## src/design/tw_pkg.sv

```systemverilog
// Constants for the timer, shared prescaler and watchdog block
package tw_pkg;
  // ----------------------------------------------------------------
  // Register byte offsets
  // ----------------------------------------------------------------
  localparam logic [7:0] TW_OFS_SETUP   = 8'h00;
  localparam logic [7:0] TW_OFS_COUNT   = 8'h04;
  localparam logic [7:0] TW_OFS_CMP     = 8'h08;
  localparam logic [7:0] TW_OFS_STATUS  = 8'h0c;
  localparam logic [7:0] TW_OFS_CMD     = 8'h10;

  // ----------------------------------------------------------------
  // Field positions
  // ----------------------------------------------------------------
  localparam int TW_RATIO_LSB      = 0;
  localparam int TW_RATIO_W        = 3;
  localparam int TW_BIT_PS_ASSIGN  = 3;
  localparam int TW_BIT_EDGE_SEL   = 4;
  localparam int TW_BIT_SRC_SEL    = 5;
  localparam int TW_BIT_CMP_SEL    = 4;
  localparam int TW_BIT_CMP_INHIB  = 6;
  localparam int TW_BIT_PD_N       = 3;
  localparam int TW_BIT_TO_N       = 4;
  localparam int TW_BIT_CMD_WATCHDOG_CLEAR_INSTR = 0;
  localparam int TW_BIT_CMD_SLEEP  = 1;

  // ----------------------------------------------------------------
  // Reset values
  // ----------------------------------------------------------------
  localparam logic [5:0] TW_SETUP_RST   = 6'h3f;
  localparam logic [7:0] TW_COUNT_RST   = 8'h00;
  localparam logic       TW_CMP_SEL_RST = 1'b1;
  localparam logic       TW_INHIB_RST   = 1'b1;

  // ----------------------------------------------------------------
  // Timing
  // ----------------------------------------------------------------
  localparam int TW_CLK_PERIOD_NS   = 50;
  localparam int TW_INSTR_CYCLE_NS  = 1000;
  localparam int TW_INSTR_CLKS      = TW_INSTR_CYCLE_NS / TW_CLK_PERIOD_NS;
  localparam int TW_WDT_PERIOD_MS   = 18;
  localparam int TW_WDT_PERIOD_CLKS = TW_WDT_PERIOD_MS * 1000000 / TW_CLK_PERIOD_NS;
  localparam logic [1:0] TW_WR_INHIBIT = 2'h2;

  // Power state of the device core
  typedef enum logic {TW_RUN, TW_SLEEP} tw_power_e;
endpackage

```

## src/design/tw_wdt_base.sv

```systemverilog
// Watchdog base period generator standing for the free-running RC oscillator
`timescale 1ns/10ps
`default_nettype none
module tw_wdt_base #(
  parameter int PERIOD_CLKS = 360000
) (
  input  wire logic clk,
  input  wire logic rst,
  input  wire logic clear,
  output logic      tick_q
);
  localparam int CW = $clog2(PERIOD_CLKS + 1);
  localparam logic [CW-1:0] LAST = CW'(PERIOD_CLKS - 1);

  logic [CW-1:0] cnt_q;

  // Base counter, never gated by sleep; cleared on request
  always_ff @(posedge clk or posedge rst)
  begin
    if (rst)
    begin
      cnt_q  <= '0;
      tick_q <= 1'b0;
    end
    else if (clear)
    begin
      cnt_q  <= '0;
      tick_q <= 1'b0;
    end
    else if (cnt_q == LAST)
    begin
      cnt_q  <= '0;
      tick_q <= 1'b1;
    end
    else
    begin
      cnt_q  <= cnt_q + 1'b1;
      tick_q <= 1'b0;
    end
  end
endmodule
`default_nettype wire

```

## src/design/tw_timer_watchdog.sv

```systemverilog
// Timer/counter with shared prescaler and watchdog, APB register slave
//
// Decided for this implementation: the placing of the registers and the APB slave port.
`timescale 1ns/10ps
`default_nettype none
module tw_timer_watchdog #(
  parameter int ADDR_W          = 8,
  parameter int WDT_PERIOD_CLKS = tw_pkg::TW_WDT_PERIOD_CLKS
) (
  input  wire logic              clk,
  input  wire logic              rst,
  input  wire logic              psel,
  input  wire logic              penable,
  input  wire logic              pwrite,
  input  wire logic [ADDR_W-1:0] paddr,
  input  wire logic [31:0]       pwdata,
  output logic      [31:0]       prdata,
  output logic                   pready,
  output logic                   pslverr,
  input  wire logic              external_count_input,
  input  wire logic              comparator_out,
  input  wire logic              watchdog_fuse_enable,
  input  wire logic              wake_event,
  output logic                   comparator_output_pin_q,
  output logic                   comparator_output_pin_oe_n_q,
  output logic                   device_reset_q,
  output logic                   osc_off_q,
  output logic      [7:0]        timer_count_register
);
  import tw_pkg::*;

  // ----------------------------------------------------------------
  // Declarations
  // ----------------------------------------------------------------
  logic [5:0]  setup_q;
  logic [7:0]  count_q;
  logic        cmp_sel_q;
  logic        cmp_inhib_q;
  logic        to_n_q;
  logic        pd_n_q;
  logic [7:0]  ps_q;
  logic [1:0]  inhibit_q;
  logic [4:0]  instr_div_q;
  logic        ext_prev_q;
  logic        cmp_prev_q;
  tw_power_e   power_q;
  logic        wdt_tick;
  logic        wr_en;
  logic        rd_setup;
  logic        apb_hit;
  logic [2:0]  ratio;
  logic        ps_to_wdt;
  logic        instr_tick;
  logic        src_level;
  logic        src_prev;
  logic        src_edge;
  logic        cnt_event;
  logic        ps_event;
  logic [7:0]  ps_mask;
  logic        ps_hit;
  logic        cnt_inc;
  logic        wdt_timeout;
  logic        cmd_watchdog_clear_instr;
  logic        cmd_sleep;
  logic        wake;
  logic        wdt_clear;
  logic        count_wr;

  // ----------------------------------------------------------------
  // APB decode
  // ----------------------------------------------------------------
  assign rd_setup   = psel && !penable && !pready;
  assign wr_en      = psel && penable && pready && pwrite && !pslverr;
  assign apb_hit    = (paddr[7:0] == TW_OFS_SETUP) || (paddr[7:0] == TW_OFS_COUNT) ||
                      (paddr[7:0] == TW_OFS_CMP) || (paddr[7:0] == TW_OFS_STATUS) ||
                      (paddr[7:0] == TW_OFS_CMD);
  assign count_wr   = wr_en && (paddr[7:0] == TW_OFS_COUNT);
  assign cmd_watchdog_clear_instr = wr_en && (paddr[7:0] == TW_OFS_CMD) && pwdata[TW_BIT_CMD_WATCHDOG_CLEAR_INSTR];
  assign cmd_sleep  = wr_en && (paddr[7:0] == TW_OFS_CMD) && pwdata[TW_BIT_CMD_SLEEP]
                      && (power_q == TW_RUN);

  // Answer one cycle after setup, read data sampled at setup
  always_ff @(posedge clk or posedge rst)
  begin
    if (rst)
    begin
      pready  <= 1'b0;
      pslverr <= 1'b0;
      prdata  <= '0;
    end
    else
    begin
      pready  <= rd_setup;
      pslverr <= rd_setup && !apb_hit;
      if (rd_setup && !pwrite)
      begin
        unique case (paddr[7:0])
          TW_OFS_SETUP:  prdata <= {26'h0, setup_q};
          TW_OFS_COUNT:  prdata <= {24'h0, count_q};
          TW_OFS_CMP:    prdata <= {25'h0, cmp_inhib_q, 1'b0, cmp_sel_q, 4'h0};
          TW_OFS_STATUS: prdata <= {27'h0, to_n_q, pd_n_q, 3'h0};
          default:       prdata <= '0; // Prescaler has no address
        endcase
      end
      else
      begin
        prdata <= '0;
      end
    end
  end

  // Setup and comparator control registers
  always_ff @(posedge clk or posedge rst)
  begin
    if (rst)
    begin
      setup_q     <= TW_SETUP_RST;
      cmp_sel_q   <= TW_CMP_SEL_RST;
      cmp_inhib_q <= TW_INHIB_RST;
    end
    else if (wr_en)
    begin
      if (paddr[7:0] == TW_OFS_SETUP)
        setup_q <= pwdata[5:0];
      if (paddr[7:0] == TW_OFS_CMP)
      begin
        cmp_sel_q   <= pwdata[TW_BIT_CMP_SEL];
        cmp_inhib_q <= pwdata[TW_BIT_CMP_INHIB];
      end
    end
  end

  // ----------------------------------------------------------------
  // Count source selection
  // ----------------------------------------------------------------
  assign ratio     = setup_q[TW_RATIO_LSB +: TW_RATIO_W];
  assign ps_to_wdt = setup_q[TW_BIT_PS_ASSIGN];

  // Instruction cycle strobe, stops with the main oscillator
  always_ff @(posedge clk or posedge rst)
  begin
    if (rst)
      instr_div_q <= '0;
    else if (power_q == TW_SLEEP || instr_div_q == 5'(TW_INSTR_CLKS - 1))
      instr_div_q <= '0;
    else
      instr_div_q <= instr_div_q + 1'b1;
  end
  assign instr_tick = (instr_div_q == 5'(TW_INSTR_CLKS - 1)) && (power_q == TW_RUN);

  // Previous levels for edge detection
  always_ff @(posedge clk or posedge rst)
  begin
    if (rst)
    begin
      ext_prev_q <= 1'b0;
      cmp_prev_q <= 1'b0;
    end
    else
    begin
      ext_prev_q <= external_count_input;
      cmp_prev_q <= comparator_out;
    end
  end

  // Internal comparator path or pin path, both edge selected
  always_comb
  begin
    if (!cmp_sel_q)
    begin
      src_level = comparator_out;
      src_prev  = cmp_prev_q;
    end
    else
    begin
      src_level = external_count_input;
      src_prev  = ext_prev_q;
    end
    if (setup_q[TW_BIT_EDGE_SEL])
      src_edge = src_prev && !src_level;
    else
      src_edge = !src_prev && src_level;
  end

  assign cnt_event = setup_q[TW_BIT_SRC_SEL] ? (src_edge && power_q == TW_RUN)
                                             : instr_tick;

  // ----------------------------------------------------------------
  // Shared prescaler
  // ----------------------------------------------------------------
  assign ps_event = ps_to_wdt ? (wdt_tick && watchdog_fuse_enable) : cnt_event;

  // Mask width is n+1 bits for counter, n bits for watchdog
  assign ps_mask = ps_to_wdt ? 8'((9'h1 << ratio) - 9'h1)
                             : 8'((9'h2 << ratio) - 9'h1);
  assign ps_hit  = ((ps_q & ps_mask) == ps_mask);

  assign wake      = (power_q == TW_SLEEP) && (wake_event || wdt_timeout);
  assign wdt_clear = cmd_watchdog_clear_instr || cmd_sleep || wake;

  // Prescaler count, cleared with the watchdog when assigned to it
  always_ff @(posedge clk or posedge rst)
  begin
    if (rst)
      ps_q <= '0;
    else if (ps_to_wdt && wdt_clear)
      ps_q <= '0;
    else if (ps_event)
      ps_q <= ps_q + 1'b1;
  end

  // ----------------------------------------------------------------
  // Counter register
  // ----------------------------------------------------------------
  assign cnt_inc = cnt_event && (ps_to_wdt || ps_hit) && (inhibit_q == 2'h0);

  // Two instruction cycles of hold-off after a counter write
  always_ff @(posedge clk or posedge rst)
  begin
    if (rst)
      inhibit_q <= '0;
    else if (count_wr)
      inhibit_q <= TW_WR_INHIBIT;
    else if (instr_tick && inhibit_q != 2'h0)
      inhibit_q <= inhibit_q - 1'b1;
  end

  // Counter, software write wins over an increment
  always_ff @(posedge clk or posedge rst)
  begin
    if (rst)
    begin
      count_q              <= TW_COUNT_RST;
      timer_count_register <= TW_COUNT_RST;
    end
    else if (count_wr)
    begin
      count_q              <= pwdata[7:0];
      timer_count_register <= pwdata[7:0];
    end
    else if (cnt_inc)
    begin
      count_q              <= count_q + 1'b1;
      timer_count_register <= count_q + 1'b1;
    end
  end

  // ----------------------------------------------------------------
  // Comparator pin drive
  // ----------------------------------------------------------------
  always_ff @(posedge clk or posedge rst)
  begin
    if (rst)
    begin
      comparator_output_pin_q      <= 1'b0;
      comparator_output_pin_oe_n_q <= 1'b1;
    end
    else
    begin
      comparator_output_pin_q      <= comparator_out;
      comparator_output_pin_oe_n_q <= !(setup_q[TW_BIT_SRC_SEL] && cmp_sel_q
                                        && !cmp_inhib_q);
    end
  end

  // ----------------------------------------------------------------
  // Watchdog
  // ----------------------------------------------------------------
  tw_wdt_base #(
    .PERIOD_CLKS (WDT_PERIOD_CLKS)
  ) u_wdt_base (
    .clk    (clk),
    .rst    (rst),
    .clear  (wdt_clear || !watchdog_fuse_enable),
    .tick_q (wdt_tick)
  );

  // Only the commands suppress a time-out; a wake must not feed back into it
  assign wdt_timeout = watchdog_fuse_enable && wdt_tick && !(cmd_watchdog_clear_instr || cmd_sleep)
                       && (!ps_to_wdt || ps_hit);

  // Power state and oscillator driver
  always_ff @(posedge clk or posedge rst)
  begin
    if (rst)
    begin
      power_q   <= TW_RUN;
      osc_off_q <= 1'b0;
    end
    else if (cmd_sleep)
    begin
      power_q   <= TW_SLEEP;
      osc_off_q <= 1'b1;
    end
    else if (wake)
    begin
      power_q   <= TW_RUN;
      osc_off_q <= 1'b0;
    end
  end

  // Device reset pulse on time-out
  always_ff @(posedge clk or posedge rst)
  begin
    if (rst)
      device_reset_q <= 1'b0;
    else
      device_reset_q <= wdt_timeout;
  end

  // Status flags, a clear command wins over a hardware time-out in the same cycle
  always_ff @(posedge clk or posedge rst)
  begin
    if (rst)
    begin
      to_n_q <= 1'b1;
      pd_n_q <= 1'b1;
    end
    else if (wdt_timeout)
      to_n_q <= 1'b0;
    else if (cmd_sleep)
    begin
      to_n_q <= 1'b1;
      pd_n_q <= 1'b0;
    end
    else if (cmd_watchdog_clear_instr)
    begin
      to_n_q <= 1'b1;
      pd_n_q <= 1'b1;
    end
  end

  // ----------------------------------------------------------------
  // Assertions
  // ----------------------------------------------------------------
  AST_WRITE_LOADS: assert property (@(posedge clk) disable iff (rst)
    count_wr |=> count_q == $past(pwdata[7:0])) else $error("Counter write lost");
  AST_TIMER_STEP: assert property (@(posedge clk) disable iff (rst)
    (instr_tick && !setup_q[TW_BIT_SRC_SEL] && ps_to_wdt && inhibit_q == 2'h0 && !count_wr)
    |=> count_q == $past(count_q) + 8'h01) else $error("Timer did not step");
  AST_WRITE_HOLD: assert property (@(posedge clk) disable iff (rst)
    count_wr |=> (inhibit_q == TW_WR_INHIBIT) && !cnt_inc) else $error("No hold-off");
  AST_EDGE_ONLY: assert property (@(posedge clk) disable iff (rst)
    (setup_q[TW_BIT_SRC_SEL] && !src_edge && !count_wr) |=> $stable(count_q))
    else $error("Counter moved without edge");
  AST_PS_EXCL: assert property (@(posedge clk) disable iff (rst)
    (ps_to_wdt && !count_wr && cnt_event && inhibit_q == 2'h0) |=> count_q != $past(count_q))
    else $error("Counter stalled while prescaler at watchdog");
  AST_PIN_DRIVE: assert property (@(posedge clk) disable iff (rst)
    (setup_q[TW_BIT_SRC_SEL] && cmp_sel_q && !cmp_inhib_q) |=> !comparator_output_pin_oe_n_q)
    else $error("Comparator not driven to pin");
  AST_FUSE_OFF: assert property (@(posedge clk) disable iff (rst)
    !watchdog_fuse_enable |-> !wdt_timeout) else $error("Time-out with fuse off");
  AST_TO_CLEAR: assert property (@(posedge clk) disable iff (rst)
    wdt_timeout |=> !to_n_q && device_reset_q) else $error("Time-out flag not cleared");
  AST_SLEEP_FLAGS: assert property (@(posedge clk) disable iff (rst)
    (cmd_sleep && !wdt_timeout) |=> to_n_q && !pd_n_q && osc_off_q)
    else $error("Sleep flags wrong");
  AST_WAKE_CLR: assert property (@(posedge clk) disable iff (rst)
    wake |=> !wdt_tick ##1 !wdt_tick) else $error("Watchdog not cleared on wake");
  AST_NO_SLEEP_TICK: assert property (@(posedge clk) disable iff (rst)
    (power_q == TW_SLEEP) |-> !instr_tick) else $error("Instruction clock in sleep");

  COV_WRAP: cover property (@(posedge clk) disable iff (rst)
    cnt_inc && count_q == 8'hff);
  COV_SLEEP_WAKE: cover property (@(posedge clk) disable iff (rst)
    cmd_sleep ##[1:1000] wake);
  COV_TIMEOUT: cover property (@(posedge clk) disable iff (rst) wdt_timeout);
endmodule
`default_nettype wire

```

## config.mk

```make
export PLATFORM = sky130hd
export DESIGN_NAME = tw_timer_watchdog
export DESIGN_NICKNAME = d
export VERILOG_FILES = /design/src/design/tw_pkg.sv /design/src/design/tw_wdt_base.sv /design/src/design/tw_timer_watchdog.sv
export SDC_FILE = /design/constraint.sdc
export NUM_CORES = 1
export LEC_CHECK = 0
export ABC_AREA = 0
export CORE_AREA = 2 2 95 97
export CTS_CLUSTER_SIZE = 12
export DETAILED_ROUTE_END_ITERATION = 10
export DIE_AREA = 0 0 97 99
export DONT_BUFFER_PORTS = 1
export GPL_TIMING_DRIVEN = 1
export SYNTH_ARGS = -nofsm -noshare
export SYNTH_HDL_FRONTEND = slang
export SYNTH_SLANG_ARGS = --single-unit
```

## constraint.sdc

```tcl
create_clock -name clk -period 4 [get_ports clk]
set_input_delay 0.2 -clock clk [delete_from_list [all_inputs] [get_ports clk]]
set_output_delay 0.2 -clock clk [all_outputs]
set_load 0.03 [all_outputs]
```

# --- Word-level counts from Yosys, hierarchy flattened ---
# Index checks and enable logic that the tools add are counted.
word_totals:
  output_inout_bits: 46
  register_bits: 92
  word_cells: 125
op_classes:
  n_mux: 25
  n_eq_ne: 7
  n_bitwise: 3
  n_reduce_logical: 62
  addsub: 7
  n_shift: 2
ops:
  columns: ["operator", "count"]
  rows:
  - ["2-to-1 mux 8 bit", 5]
  - ["2-to-1 mux 19 bit", 2]
  - ["2-to-1 mux 32 bit", 1]
  - ["case mux 8 bit (4 select lines)", 1]
  - ["logical AND 1 bit", 27]
  - ["adder 19 x 1 -> 19 bit (second input constant)", 1]
  - ["== test 19 bit (second input constant)", 1]
  - ["adder 8 x 1 -> 8 bit (second input constant)", 2]
  - ["== test 8 x 4 -> 1 bit (second input constant)", 2]
  - ["subtractor 8 x 1 -> 8 bit (second input constant)", 2]
  - ["2-to-1 mux 1 bit", 13]
  - ["zero test 1 bit", 12]
  - ["nonzero test 2 bit", 6]
  - ["logical OR 1 bit", 11]
  - ["bitwise AND 8 bit", 1]
  - ["== test 8 x 3 -> 1 bit (second input constant)", 1]
  - ["== test 8 x 5 -> 1 bit (second input constant)", 1]
  - ["== test 8 bit", 1]
  - ["zero test 8 bit", 1]
  - ["left shift 1 x 3 -> 8 bit (first input constant)", 1]
  - ["left shift 2 x 3 -> 8 bit (first input constant)", 1]
  - ["AND reduction 2 bit", 3]
  - ["adder 5 x 1 -> 5 bit (second input constant)", 1]
  - ["== test 5 bit (second input constant)", 1]
  - ["6 further kinds", 8]

# --- Depth between registers and ports, before layout ---
# Gate-level depths: netlist (run 1).
depth:
  depth_word: 16
  ltp_mapped: 14
  depth_no_buf: 12

# --- By module ---
# A second synthesis (run 1) with hierarchy kept.
hier_totals:
  cells_unflattened: 427
  area_unflattened_um2: 3976.3
modules_own_cells:
  columns: ["module", "seq_area_each_um2", "instances", "area_per_inst_um2", "cells_each"]
  rows:
  - ["tw_timer_watchdog", 1214.9, 1, 3014.1, 327]
  - ["tw_wdt_base", 500.5, 1, 962.2, 100]

# --- Worst setup path before layout (run 1) ---
# No wires, ideal clock.
synth_timing:
  path_type: "flip-flop to flip-flop"
  from: "register setup_q[0]"
  to: "register count_q[1]"
  n_path_buf: 1
  slack_ps: 1044
  t_required_ps: 3875
  path_stages_with_launch: 14
  t_arrival_ps: 2831
  path_cell_list: "dfstp_2 > inv_1 > ha_1 > clkbuf_1 > nand2_1 > ha_1 > nor2b_1 > a221oi_1 > a21oi_1 > o221ai_2 > o21ai_4 > nand2_2 > mux2_1 > mux2_2"
synth_between:
  elab_chain_cells: 9
  elab_cells_between_ends: 11
  classes_between: "2 x add/sub; 1 x eq/ne; 2 x shift; 1 x mux; 1 x bitwise; 4 x reduce/logical"
synth_lines:
  columns: ["item", "line_no", "text"]
  rows:
  - ["start: declaration", "tw_timer_watchdog.sv:35", "logic [5:0] setup_q;"]
  - ["start signal: assignment", "tw_timer_watchdog.sv:124", "setup_q <= pwdata[5:0];"]
  - ["left shift 2 x 3 -> 8 bit or left shift 1 x 3 -> 8 bit (tied branches)", "tw_timer_watchdog.sv:195, tw_timer_watchdog.sv:194", null]
  - ["subtractor 8 x 1 -> 8 bit, on equally long branches", "tw_timer_watchdog.sv:195, tw_timer_watchdog.sv:194", null]
  - ["2-to-1 mux 8 bit *", "tw_timer_watchdog.sv:194", "assign ps_mask = ps_to_wdt ? 8'((9'h1 << ratio) - 9'h1)"]
  - ["bitwise AND 8 bit", "tw_timer_watchdog.sv:196", "assign ps_hit = ((ps_q & ps_mask) == ps_mask);"]
  - ["== test 8 bit *", "tw_timer_watchdog.sv:196", null]
  - ["logical OR 1 bit *", "tw_timer_watchdog.sv:215", "assign cnt_inc = cnt_event && (ps_to_wdt || ps_hit) && (inhibit_q == 2'h0);"]
  - ["logical AND 1 bit * (2 in a row)", "tw_timer_watchdog.sv:215", null]
  - ["nonzero test 2 bit (no source line) *", null, null]
  - ["end signal: assignment", "tw_timer_watchdog.sv:238", "count_q <= pwdata[7:0];"]
  - ["end signal: assignment", "tw_timer_watchdog.sv:243", "count_q <= count_q + 1'b1;"]
  - ["end: declaration", "tw_timer_watchdog.sv:36", "logic [7:0] count_q;"]
# Mark *: on every way between the ends. The rest lies on a longest branch, timed or not.
# A chain may end at the register's enable or synchronous reset.

# --- Worst setup path after layout (run 1) ---
# Same ends and word-level chain as after synthesis.

==> flow_summary.ini, run 1 <==
[synth]
netlist_area_sq_um = 3764
netlist_top_cells_area = dfrtp_1, dfstp_2, xor2_1
syn_inst = 390
synth_top_area_share_pct = 37.90
synthMostInstantiatedCell = dfrtp_1
ys_seq_area_share_pct = 45.58
ys_types = 54
syn_avg_cell_area_sq_um = 9.650
synth_common_cells = dfrtp_1, nor2_1, nand2_1, xor2_1, buf_4
async_flop_share_pct = 100.0
yosys_warnings = 0
synth-main-ff-cell = dfrtp_1
synth_seq_cells = 68
synth_top_cell_by_area = dfrtp_1
synth-edff-count = 0

[routing]
drc_errors = 0
wl_per_cell_um = 14.38
dr.pass1.iters = 5
routed-via-count = 2696
drt-initial-drc-count = 138
detail_route.vias_per_cell = 5.205
drt_wl_total_um = 7448
postRouteAntennaNets = 0

[pwr]
vdd_drop_max_mv = 0.2636
powerDensity_nw_per_um2 = 389.6
power.leakage_nw = 1.865
power_mw = 1.602

[placed_design]
io_buffers = 0
pre_cts_ws_ns = 0.8527
dpl.hpwl_um = 5080
place_congestion = 0.8211

[clocking]
ctsResizeCount = 0
clk_pin_slew_ns = 0.07
numClockSinks = 68
post_cts_buffers = 0
cts_tree = done
root_buffer = clkbuf_8
htree_levels = 3
worst_skew_pair.late_latency_ns = 0.34
clock_path_buffers = 2
cts_buffers = 9

[sta]
hold_viol_final = 0
tightest_slew_ns = 0.6544
clock.fmax_mhz = 315.4
period_minus_slack_ns = 3.170
setup_violations = 0
final.period_utilization_pct = 79.25
slew_headroom_pct = 56.08
setup_ws_ns = 0.8299
finalSetupTns_ns = 0
skew_ns = 0.005763
slew_viol_final = 0
rsz0062_at_grt = false

[final_layout]
drive_gt1_share_pct = 10.73
area_growth_pct = 9.275
finalNetCount = 462
antennaDiodeCount = 0

[worst_setup_path]
cp_top_family = compound AO/OA/AOI/OAI gates
endpoint_kind = flop
rr_startpoint = setup_q[0]
path_cells = inv_1 > ha_1 > nand2_1 > ha_1 > nor2b_1 > a221oi_1 > a21oi_1 > o221ai_2 > o21ai_4 > nand2_2 > mux2_1 > mux2_2
crit_start = setup_q[0]
slowest_delay_ns = 0.56
cp_common_cell = ha_1
arrival_ns = 3.40
critPathBufInv = 1
cp_slowest_cell = dfstp_2
crit_required_ns = 4.23
crit_type = flop to flop
crit_path_start_kind = flop
crit_path_max_fanout = 8

[die]
dieArea_sq_um = 9603
start_util_pct = 44.02
core_area_sq_um = 8551
io_pins = 95
row_count = 34
die_width_um = 97
die_y_um = 99

[global_route]
grt_pass1_vias = 2607
grt_usage_pct = 16.13
overflow = 0
grt_pass1_wl_um = 12700
antenna_found_initial = 0
grt_max_degree = 42

[status]
status = complete, no violations

[job]
max_cap_violations = 0

[min_path]
min_from = pwdata[0]
hold_class = input pin to flop
[metal layers]
metal  GRT usage (%)  vias up  wire length, um
met2           25.00       62             3323
met4           3.359        0               73
li1                -     1321                -
met1           21.74     1305             3607
met3           6.170        8              443
met5               0        -                0
[worst reg2reg max path: cells and delay by family, from the launching register on]
kind	cells	cell delay [ns]
AOI/OAI and AO/OA	4	0.82
muxes	2	0.57
DFF	1	0.56
and+or+nand+nor	3	0.36
buffers and inverters	1	0.06
adders and majority gates	2	0.70
[cell usage in the layout, fill, tap and decap left out, types with 3 or more instances in the layout]
cell            n
nand2b_1        5
xnor2_1         8
mux2i_1         9
dlygate4sd3_1  15
ha_1            8
nand4_1        10
nand3b_1        4
or3_1           3
nor2_1         55
a31oi_1         4
conb_1         24
dfstp_2        11
dfrtp_1        57
o21ai_0        18
a21oi_1         6
clkbuf_8       11
nor2b_1         8
a21o_1          3
a211o_1         4
xor2_1         26
and3_1         12
nand3_1        17
mux2_2          6
inv_1           9
nand2_1        30
nor3_1          5
nor3b_1         3
[per-stage QoR]
step | utilization, % | hold slack (ns) | instances | area [sq um]
floorplan | - | 0.2314 | 413 | 3850
detailed placement | 43.97 | 0.1755 | 487 | 3760
global route | 48.10 | 0.009115 | 518 | 4113
finish | 48.10 | 0.02036 | 518 | 4113
global placement | 43.97 | 0.1803 | 487 | 3760
CTS | 48.10 | 0.005431 | 518 | 4113
[power by group]
part	internal (mW)	total [mW]	leakage, nW	switching (mW)
clock	0.320	0.580	0.102	0.260
combinational	0.0966	0.220	0.878	0.123
sequential	0.738	0.802	0.885	0.0644
total	1.15	1.60	1.86	0.448
[cell type report]
cell class	instances	area (sq um)
Multi-Input combinational cell	299	1857
Tap cell	108	135.1
Clock inverter	4	47.55
Inverter	10	37.54
Fill cell	797	4438
Timing Repair Buffer	17	165.2
Clock buffer	12	155.1
Sequential cell	68	1715
[state kept, by name (all words and copies together) (netlist names)]
name,flops
power_q,1
u_wdt_base.tick_q,1
comparator_output_pin_oe_n_q,1
ps_q,8
pslverr,1
pd_n_q,1
prdata,8
setup_q,6
count_q,8
inhibit_q,2
comparator_output_pin_q,1
cmp_sel_q,1
device_reset_q,1
u_wdt_base.cnt_q,19
instr_div_q,5
ext_prev_q,1
to_n_q,1
pready,1
cmp_inhib_q,1
[logic make-up after synthesis]
| logic type | after synthesis | synth area share, % |
|---|---|---|
| AOI/OAI and AO/OA | 51 | 9.076 |
| muxes | 17 | 5.086 |
| buffers and inverters | 46 | 7.380 |
| other | 1 | 0.09964 |
| xor gates and xnor gates | 34 | 7.912 |
| adders and majority gates | 8 | 2.660 |
| DFF | 68 | 45.58 |
| and+or+nand+nor | 165 | 22.21 |
[path summary, 6_finish.rpt]
kind / endpoint / slack, ns / cells past startpoint
max in group asynchronous: to_n_q / 2.67 / 3
min in group asynchronous: ps_q[0] / 0.37 / 2
min: pd_n_q / 0.02 / 2
max: count_q[1] / 0.83 / 12
max reg2reg: count_q[1] / 0.83 / 12
min reg2reg: instr_div_q[0] / 0.47 / 1
[what timing repair did]
action	in CTS	in global routing
hold buffers	15	0
setup endpoints to repair	0	0
hold endpoints to repair	45	0
Power figures use the tool's default switching activity.
==> run 2: changes to the inputs <==
==> constraint.sdc (replaced) <==
create_clock -name clk -period 2.7 [get_ports clk]
set_input_delay 0.135 -clock clk [delete_from_list [all_inputs] [get_ports clk]]
set_output_delay 0.135 -clock clk [all_outputs]
set_load 0.03 [all_outputs]
==> flow_summary.ini, run 2 (synthesis gave the netlist of run 1 again) <==
[routing]
drc_errors = 0
drt-initial-drc-count = 78
wl_per_cell_um = 14.83
detail_route.vias_per_cell = 5.155
routed-via-count = 2768
drt_wl_total_um = 7966
postRouteAntennaNets = 0
dr.pass1.iters = 4

[clocking]
clock_path_buffers = 2
cts_tree = done
worst_skew_pair.late_latency_ns = 0.34
numClockSinks = 68
clk_pin_slew_ns = 0.08
cts_buffers = 9
root_buffer = clkbuf_8
htree_levels = 3

[die]
core_area_sq_um = 8551
row_count = 34
io_pins = 95
die_y_um = 99
start_util_pct = 44.02
die_width_um = 97
dieArea_sq_um = 9603

[global_route]
grt_pass1_wl_um = 13430
antenna_found_initial = 0
grt_pass1_vias = 2794
grt_max_degree = 26
grt_usage_pct = 17.15
overflow = 0

[placed_design]
io_buffers = 0
place_congestion = 0.8273
dpl.cell_count = 500
pre_cts_ws_ns = -0.02819
dpl.hpwl_um = 5465

[status]
status = complete, no violations

[sta]
timing.hold.ws_ns = 0.01981
setup_ws_ns = 0.02469
tightest_slew_ns = 0.6175
slew_headroom_pct = 58.56
final.period_utilization_pct = 99.09
slew_viol_final = 0
hold_viol_final = 0
rsz0062_at_grt = true
period_minus_slack_ns = 2.675
setup_violations = 0
skew_ns = 0.01346
clock.fmax_mhz = 373.8

[pwr]
vdd_drop_max_mv = 0.2880
power.leakage_nw = 1.998
powerDensity_nw_per_um2 = 555.0

[worst_setup_path]
slowest_delay_ns = 0.54
crit_path_start_kind = flop
reg2reg_to = u_wdt_base.cnt_q[1]
rrSetupSlack_ns = 0.02
crit_path_max_fanout = 7
arrival_ns = 2.91
cp_common_cell = ha_4
reg2reg_depth = 11
cp_slowest_cell = dfstp_2
rr_startpoint = setup_q[0]
path_cells = inv_2 > ha_4 > nand2_4 > ha_4 > o22ai_1 > a31oi_1 > o221ai_4 > or2_1 > a211o_4 > nand3b_4 > nor2b_2
crit_type = flop to flop
crit_required_ns = 2.93
endpoint_kind = flop

[final_layout]
stdcell_count = 537
final_cell_mix = dfrtp_1, nor2_1, nand2_1
finalNetCount = 481
area_growth_pct = 18.62
drive_gt1_share_pct = 19.81
fill_cells = 762
largest_register_ff_count = 19
mostFrequentLayoutCell = dfrtp_1
antennaDiodeCount = 0
regMostFlops = u_wdt_base.cnt_q

[min_path]
min_from = paddr[3]
holdPathEnd = setup_q[1]
hold_class = input pin to flop
hold-path-cell-count = 3

[job]
max_cap_violations = 0
[run 2: metal layers]
layer / wire length, um / global-route usage, % / vias up
met1: 3609 / 22.48 / 1338
met5: 0 / 0 / -
met4: 69 / 5.200 / 0
met3: 397 / 4.326 / 6
li1: - / - / 1363
met2: 3889 / 28.21 / 61
[run 2: power breakdown]
part | internal, mW | total, mW | switching, mW
logic | 0.157 | 0.347 | 0.189
clock network | 0.526 | 0.944 | 0.417
registers | 1.09 | 1.19 | 0.0944
total | 1.78 | 2.48 | 0.701
[run 2: cell type report]
type	instances	area [sq um]	share of cell area, %
Clock buffer	9	123.9	2.775
Clock inverter	7	100.1	2.242
Inverter	10	40.04	0.8969
Multi-Input combinational cell	300	2019	45.24
Sequential cell	68	1715	38.43
Tap cell	108	135.1	3.027
Timing Repair Buffer	35	330.3	7.399
[run 2: worst max-delay path by stage]
stage / slack, ns / to / start / cells past startpoint
floorplan: 0.01 / count_q[1] / setup_q[0] / 13
global placement: 0.04 / u_wdt_base.cnt_q[2] / setup_q[0] / 12
detailed placement: -0.03 / u_wdt_base.cnt_q[15] / setup_q[0] / 12
CTS: 0.02 / u_wdt_base.cnt_q[3] / setup_q[0] / 12
global route: -0.06 / u_wdt_base.cnt_q[1] / setup_q[0] / 12
finish: 0.02 / u_wdt_base.cnt_q[1] / setup_q[0] / 11
[run 2: critical path: cells and delay by family (launching register included)]
kind	cells	cell delay [ns]
AO/OA/AOI/OAI	4	0.92
AND/OR/NAND/NOR	4	0.56
flip-flops	1	0.54
adder cells (fa/ha/maj)	2	0.53
buffers and inverters	1	0.05
[run 2: repair_timing]
item                       4_1_cts  5_1_grt
setup buffers                    0        1
setup endpoints to repair        6       16
hold endpoints to repair        48        0
resized for setup                4       23
gates cloned                     0        1
pin swaps                        1       16
hold buffers                    19        0
[run 2: metrics by stage]
step / total power, mW / util [%] / area [sq um] / TNS (ns)
after floorplan: 1.491 / - / 3906 / 0
after global placement: 1.508 / 45.65 / 3904 / 0
after detailed placement: 1.524 / 45.65 / 3904 / -0.09210
after CTS: 2.502 / 50.86 / 4349 / 0
after global routing: 2.598 / 52.21 / 4464 / -0.4526
final: 2.478 / 52.21 / 4464 / 0
==> run 3: changes to the inputs <==
--- a/config.mk
+++ b/config.mk
@@ -6,12 +6,13 @@
 export NUM_CORES = 1
 export LEC_CHECK = 0
 export ABC_AREA = 0
-export CORE_AREA = 2 2 95 97
+export CORE_AREA = 2 2 98 100
 export CTS_CLUSTER_SIZE = 12
 export DETAILED_ROUTE_END_ITERATION = 10
-export DIE_AREA = 0 0 97 99
+export DIE_AREA = 0 0 100 102
 export DONT_BUFFER_PORTS = 1
 export GPL_TIMING_DRIVEN = 1
 export SYNTH_ARGS = -nofsm -noshare
 export SYNTH_HDL_FRONTEND = slang
+export SYNTH_HIERARCHICAL = 1
 export SYNTH_SLANG_ARGS = --single-unit
==> flow_summary.ini, run 3 <==
[status]
status = finished with violations
violations = setup timing

[min_path]
hold_class = input pin to flop
holdPathEnd = prdata[3]
min_from = paddr[4]
hold-path-cell-count = 3

[synth]
ys_seq_area_share_pct = 43.14
ys_types = 67
synth_common_cells = dfrtp_1, nor2_1, nand2_1, buf_4, inv_1
netlist_top_cells_area = dfrtp_1, dfstp_2, nor2_1
synth-main-ff-cell = dfrtp_1
yosys_warnings = 6
synthMostInstantiatedCell = dfrtp_1
synth_top_cell_by_area = dfrtp_1
async_flop_share_pct = 100.0
synth_seq_cells = 68
synth_top_area_share_pct = 35.87
syn_inst = 427
netlist_area_sq_um = 3976
syn_avg_cell_area_sq_um = 9.312
synth-edff-count = 0

[worst_setup_path]
rr_startpoint = setup_q[0]
crit_type = flop to flop
crit_path_max_fanout = 5
reg2reg_depth = 14
crit_required_ns = 2.97
arrival_ns = 3.13
rrSetupSlack_ns = -0.17
endpoint_kind = flop
reg2reg_to = u_wdt_base/cnt_q[18]
crit_path_start_kind = flop

[global_route]
antenna_found_initial = 0
grt_usage_pct = 18.46
grt_pass1_wl_um = 14840
overflow = 0
grt_max_degree = 49
grt_pass1_vias = 2965

[final_layout]
regArea_sq_um = 1715
largest_register_ff_count = 19
fill_cells = 825
area_growth_pct = 21.81
final_cell_mix = dfrtp_1, nor2_1, nand2_1
finalNetCount = 533
fin_util_pct = 53.17
antennaDiodeCount = 0
drive_gt1_share_pct = 23.91
mostFrequentLayoutCell = dfrtp_1
regMostFlops = u_wdt_base/cnt_q
multi_input_area_sq_um = 2221

[clocking]
cts_buffers = 9
htree_levels = 3
cts_tree = done
numClockSinks = 68
root_buffer = clkbuf_8
clock_path_buffers = 2
worst_skew_pair.late_latency_ns = 0.35
clk_pin_slew_ns = 0.07

[placed_design]
io_buffers = 0
dpl.hpwl_um = 6211
place_congestion = 0.7840

[routing]
drt-initial-drc-count = 113
drt_wl_total_um = 9008
dr.pass1.iters = 4
wl_per_cell_um = 15.22
detail_route.vias_per_cell = 5.372
routed-via-count = 3180
postRouteAntennaNets = 0
drc_errors = 0

[die]
die_y_um = 102
die_width_um = 100
io_pins = 95
row_count = 35
dieArea_sq_um = 10200
start_util_pct = 43.65
core_area_sq_um = 9109

[sta]
rsz0062_at_grt = true
clock.fmax_mhz = 348.9
setup_ws_ns = -0.1662
slew_viol_final = 0
period_minus_slack_ns = 2.866
timing.hold.ws_ns = 0.02585
tightest_slew_ns = 0.9882
skew_ns = 0.01306
hold_viol_final = 0
final.period_utilization_pct = 106.2
setup_violations = 32
slew_headroom_pct = 34.02

[pwr]
powerDensity_nw_per_um2 = 492.5
power.leakage_nw = 2.041
vdd_drop_max_mv = 0.2557

[job]
max_cap_violations = 0
==> run 3: cell count changes after synthesis, sizes merged, moves of 6 or more <==
| cell | delta |
|---|---|
| a21oi | +13 |
| inv | +13 |
| xnor2 | +10 |
| and3 | -6 |
| xor2 | -20 |
| mux2i | +7 |
| o21ai | -6 |
==> run 3: final cells by class <==
cell class / instances / share of cell area, %
clock buffers: 10 / 2.635
well taps: 111 / 2.867
repair buffers: 53 / 10.57
multi-input cells: 321 / 45.85
inverters: 23 / 1.782
flip-flops and latches: 68 / 35.42
clock inverters: 6 / 0.8783
==> run 3: per-stage QoR <==
step | std cells | area [sq um] | TNS, ns | total power, mW | worst slack [ns]
after floorplan | 450 | 4131 | -8.492 | 1.544 | -0.5142
after global placement | 550 | 4199 | -4.899 | 1.587 | -0.2431
after detailed placement | 550 | 4199 | -6.204 | 1.600 | -0.2903
after CTS | 590 | 4700 | -2.496 | 2.398 | -0.1458
after global routing | 592 | 4843 | -6.855 | 2.530 | -0.2617
final | 592 | 4843 | -3.093 | 2.385 | -0.1662
==> run 3: how the worst max path moves through the flow <==
stage               start              endpoint  slack (ns)  depth (start not counted)
6_report       setup_q[0]  u_wdt_base/cnt_q[18]       -0.17                         14
5_1_grt        setup_q[0]  u_wdt_base/cnt_q[16]       -0.26                         14
4_1_cts        setup_q[0]  u_wdt_base/cnt_q[16]       -0.15                         14
3_5_place_dp   setup_q[0]   u_wdt_base/cnt_q[3]       -0.29                         14
3_3_place_gp   setup_q[0]   u_wdt_base/cnt_q[0]       -0.24                         14
2_1_floorplan  setup_q[0]   u_wdt_base/cnt_q[0]       -0.51                         17
==> run 3: cell families (layout without fill, tap and decap cells) <==
| kind of cell | after synthesis | after routing | synth area share (%) |
|---|---|---|---|
| and+or+nand+nor | 176 | 176 | 22.66 |
| DFF | 68 | 68 | 43.14 |
| AOI/OAI and AO/OA | 64 | 64 | 10.73 |
| buffers and inverters | 61 | 92 | 8.716 |
| muxes | 25 | 25 | 6.860 |
| xor gates and xnor gates | 24 | 24 | 5.286 |
| adders and majority gates | 8 | 8 | 2.517 |
| other | 1 | 24 | 0.09431 |
==> run 3: metal layers <==
layer  vias to the layer above  wire length [um]  GRT usage, %
li1                       1552                 -             -
met1                      1552              4377         26.56
met2                        65              4202         27.75
met3                        11               304         3.625
met4                         0               124         6.955
met5                         -                 0             0
==> run 3: critical path: stages (launching register included) <==
cell	delay (ns)
dfstp_2	0.54
inv_2	0.04
ha_4	0.28
nand2_4	0.05
ha_4	0.16
nor2b_4	0.12
a221o_1	0.28
a2111o_1	0.37
o21ai_2	0.08
o31ai_2	0.09
a21oi_2	0.18
o21ai_2	0.08
a41o_4	0.28
buf_12	0.14
a21oi_1	0.10
==> run 3: repair_timing <==
action | in CTS | in global routing
endpoints found under the hold margin | 85 | 0
buffers inserted | 6 | 2
endpoints found under the setup margin | 35 | 34
hold buffers | 18 | 0
pin swaps | 26 | 9
resized for setup | 22 | 28
gates cloned | 0 | 1
==> run 3: power by group <==
part	total, mW	leakage [nW]	internal, mW	switching, mW
sequential	1.23	0.850	1.10	0.126
combinational	0.428	1.11	0.190	0.237
clock	0.730	0.0822	0.333	0.397
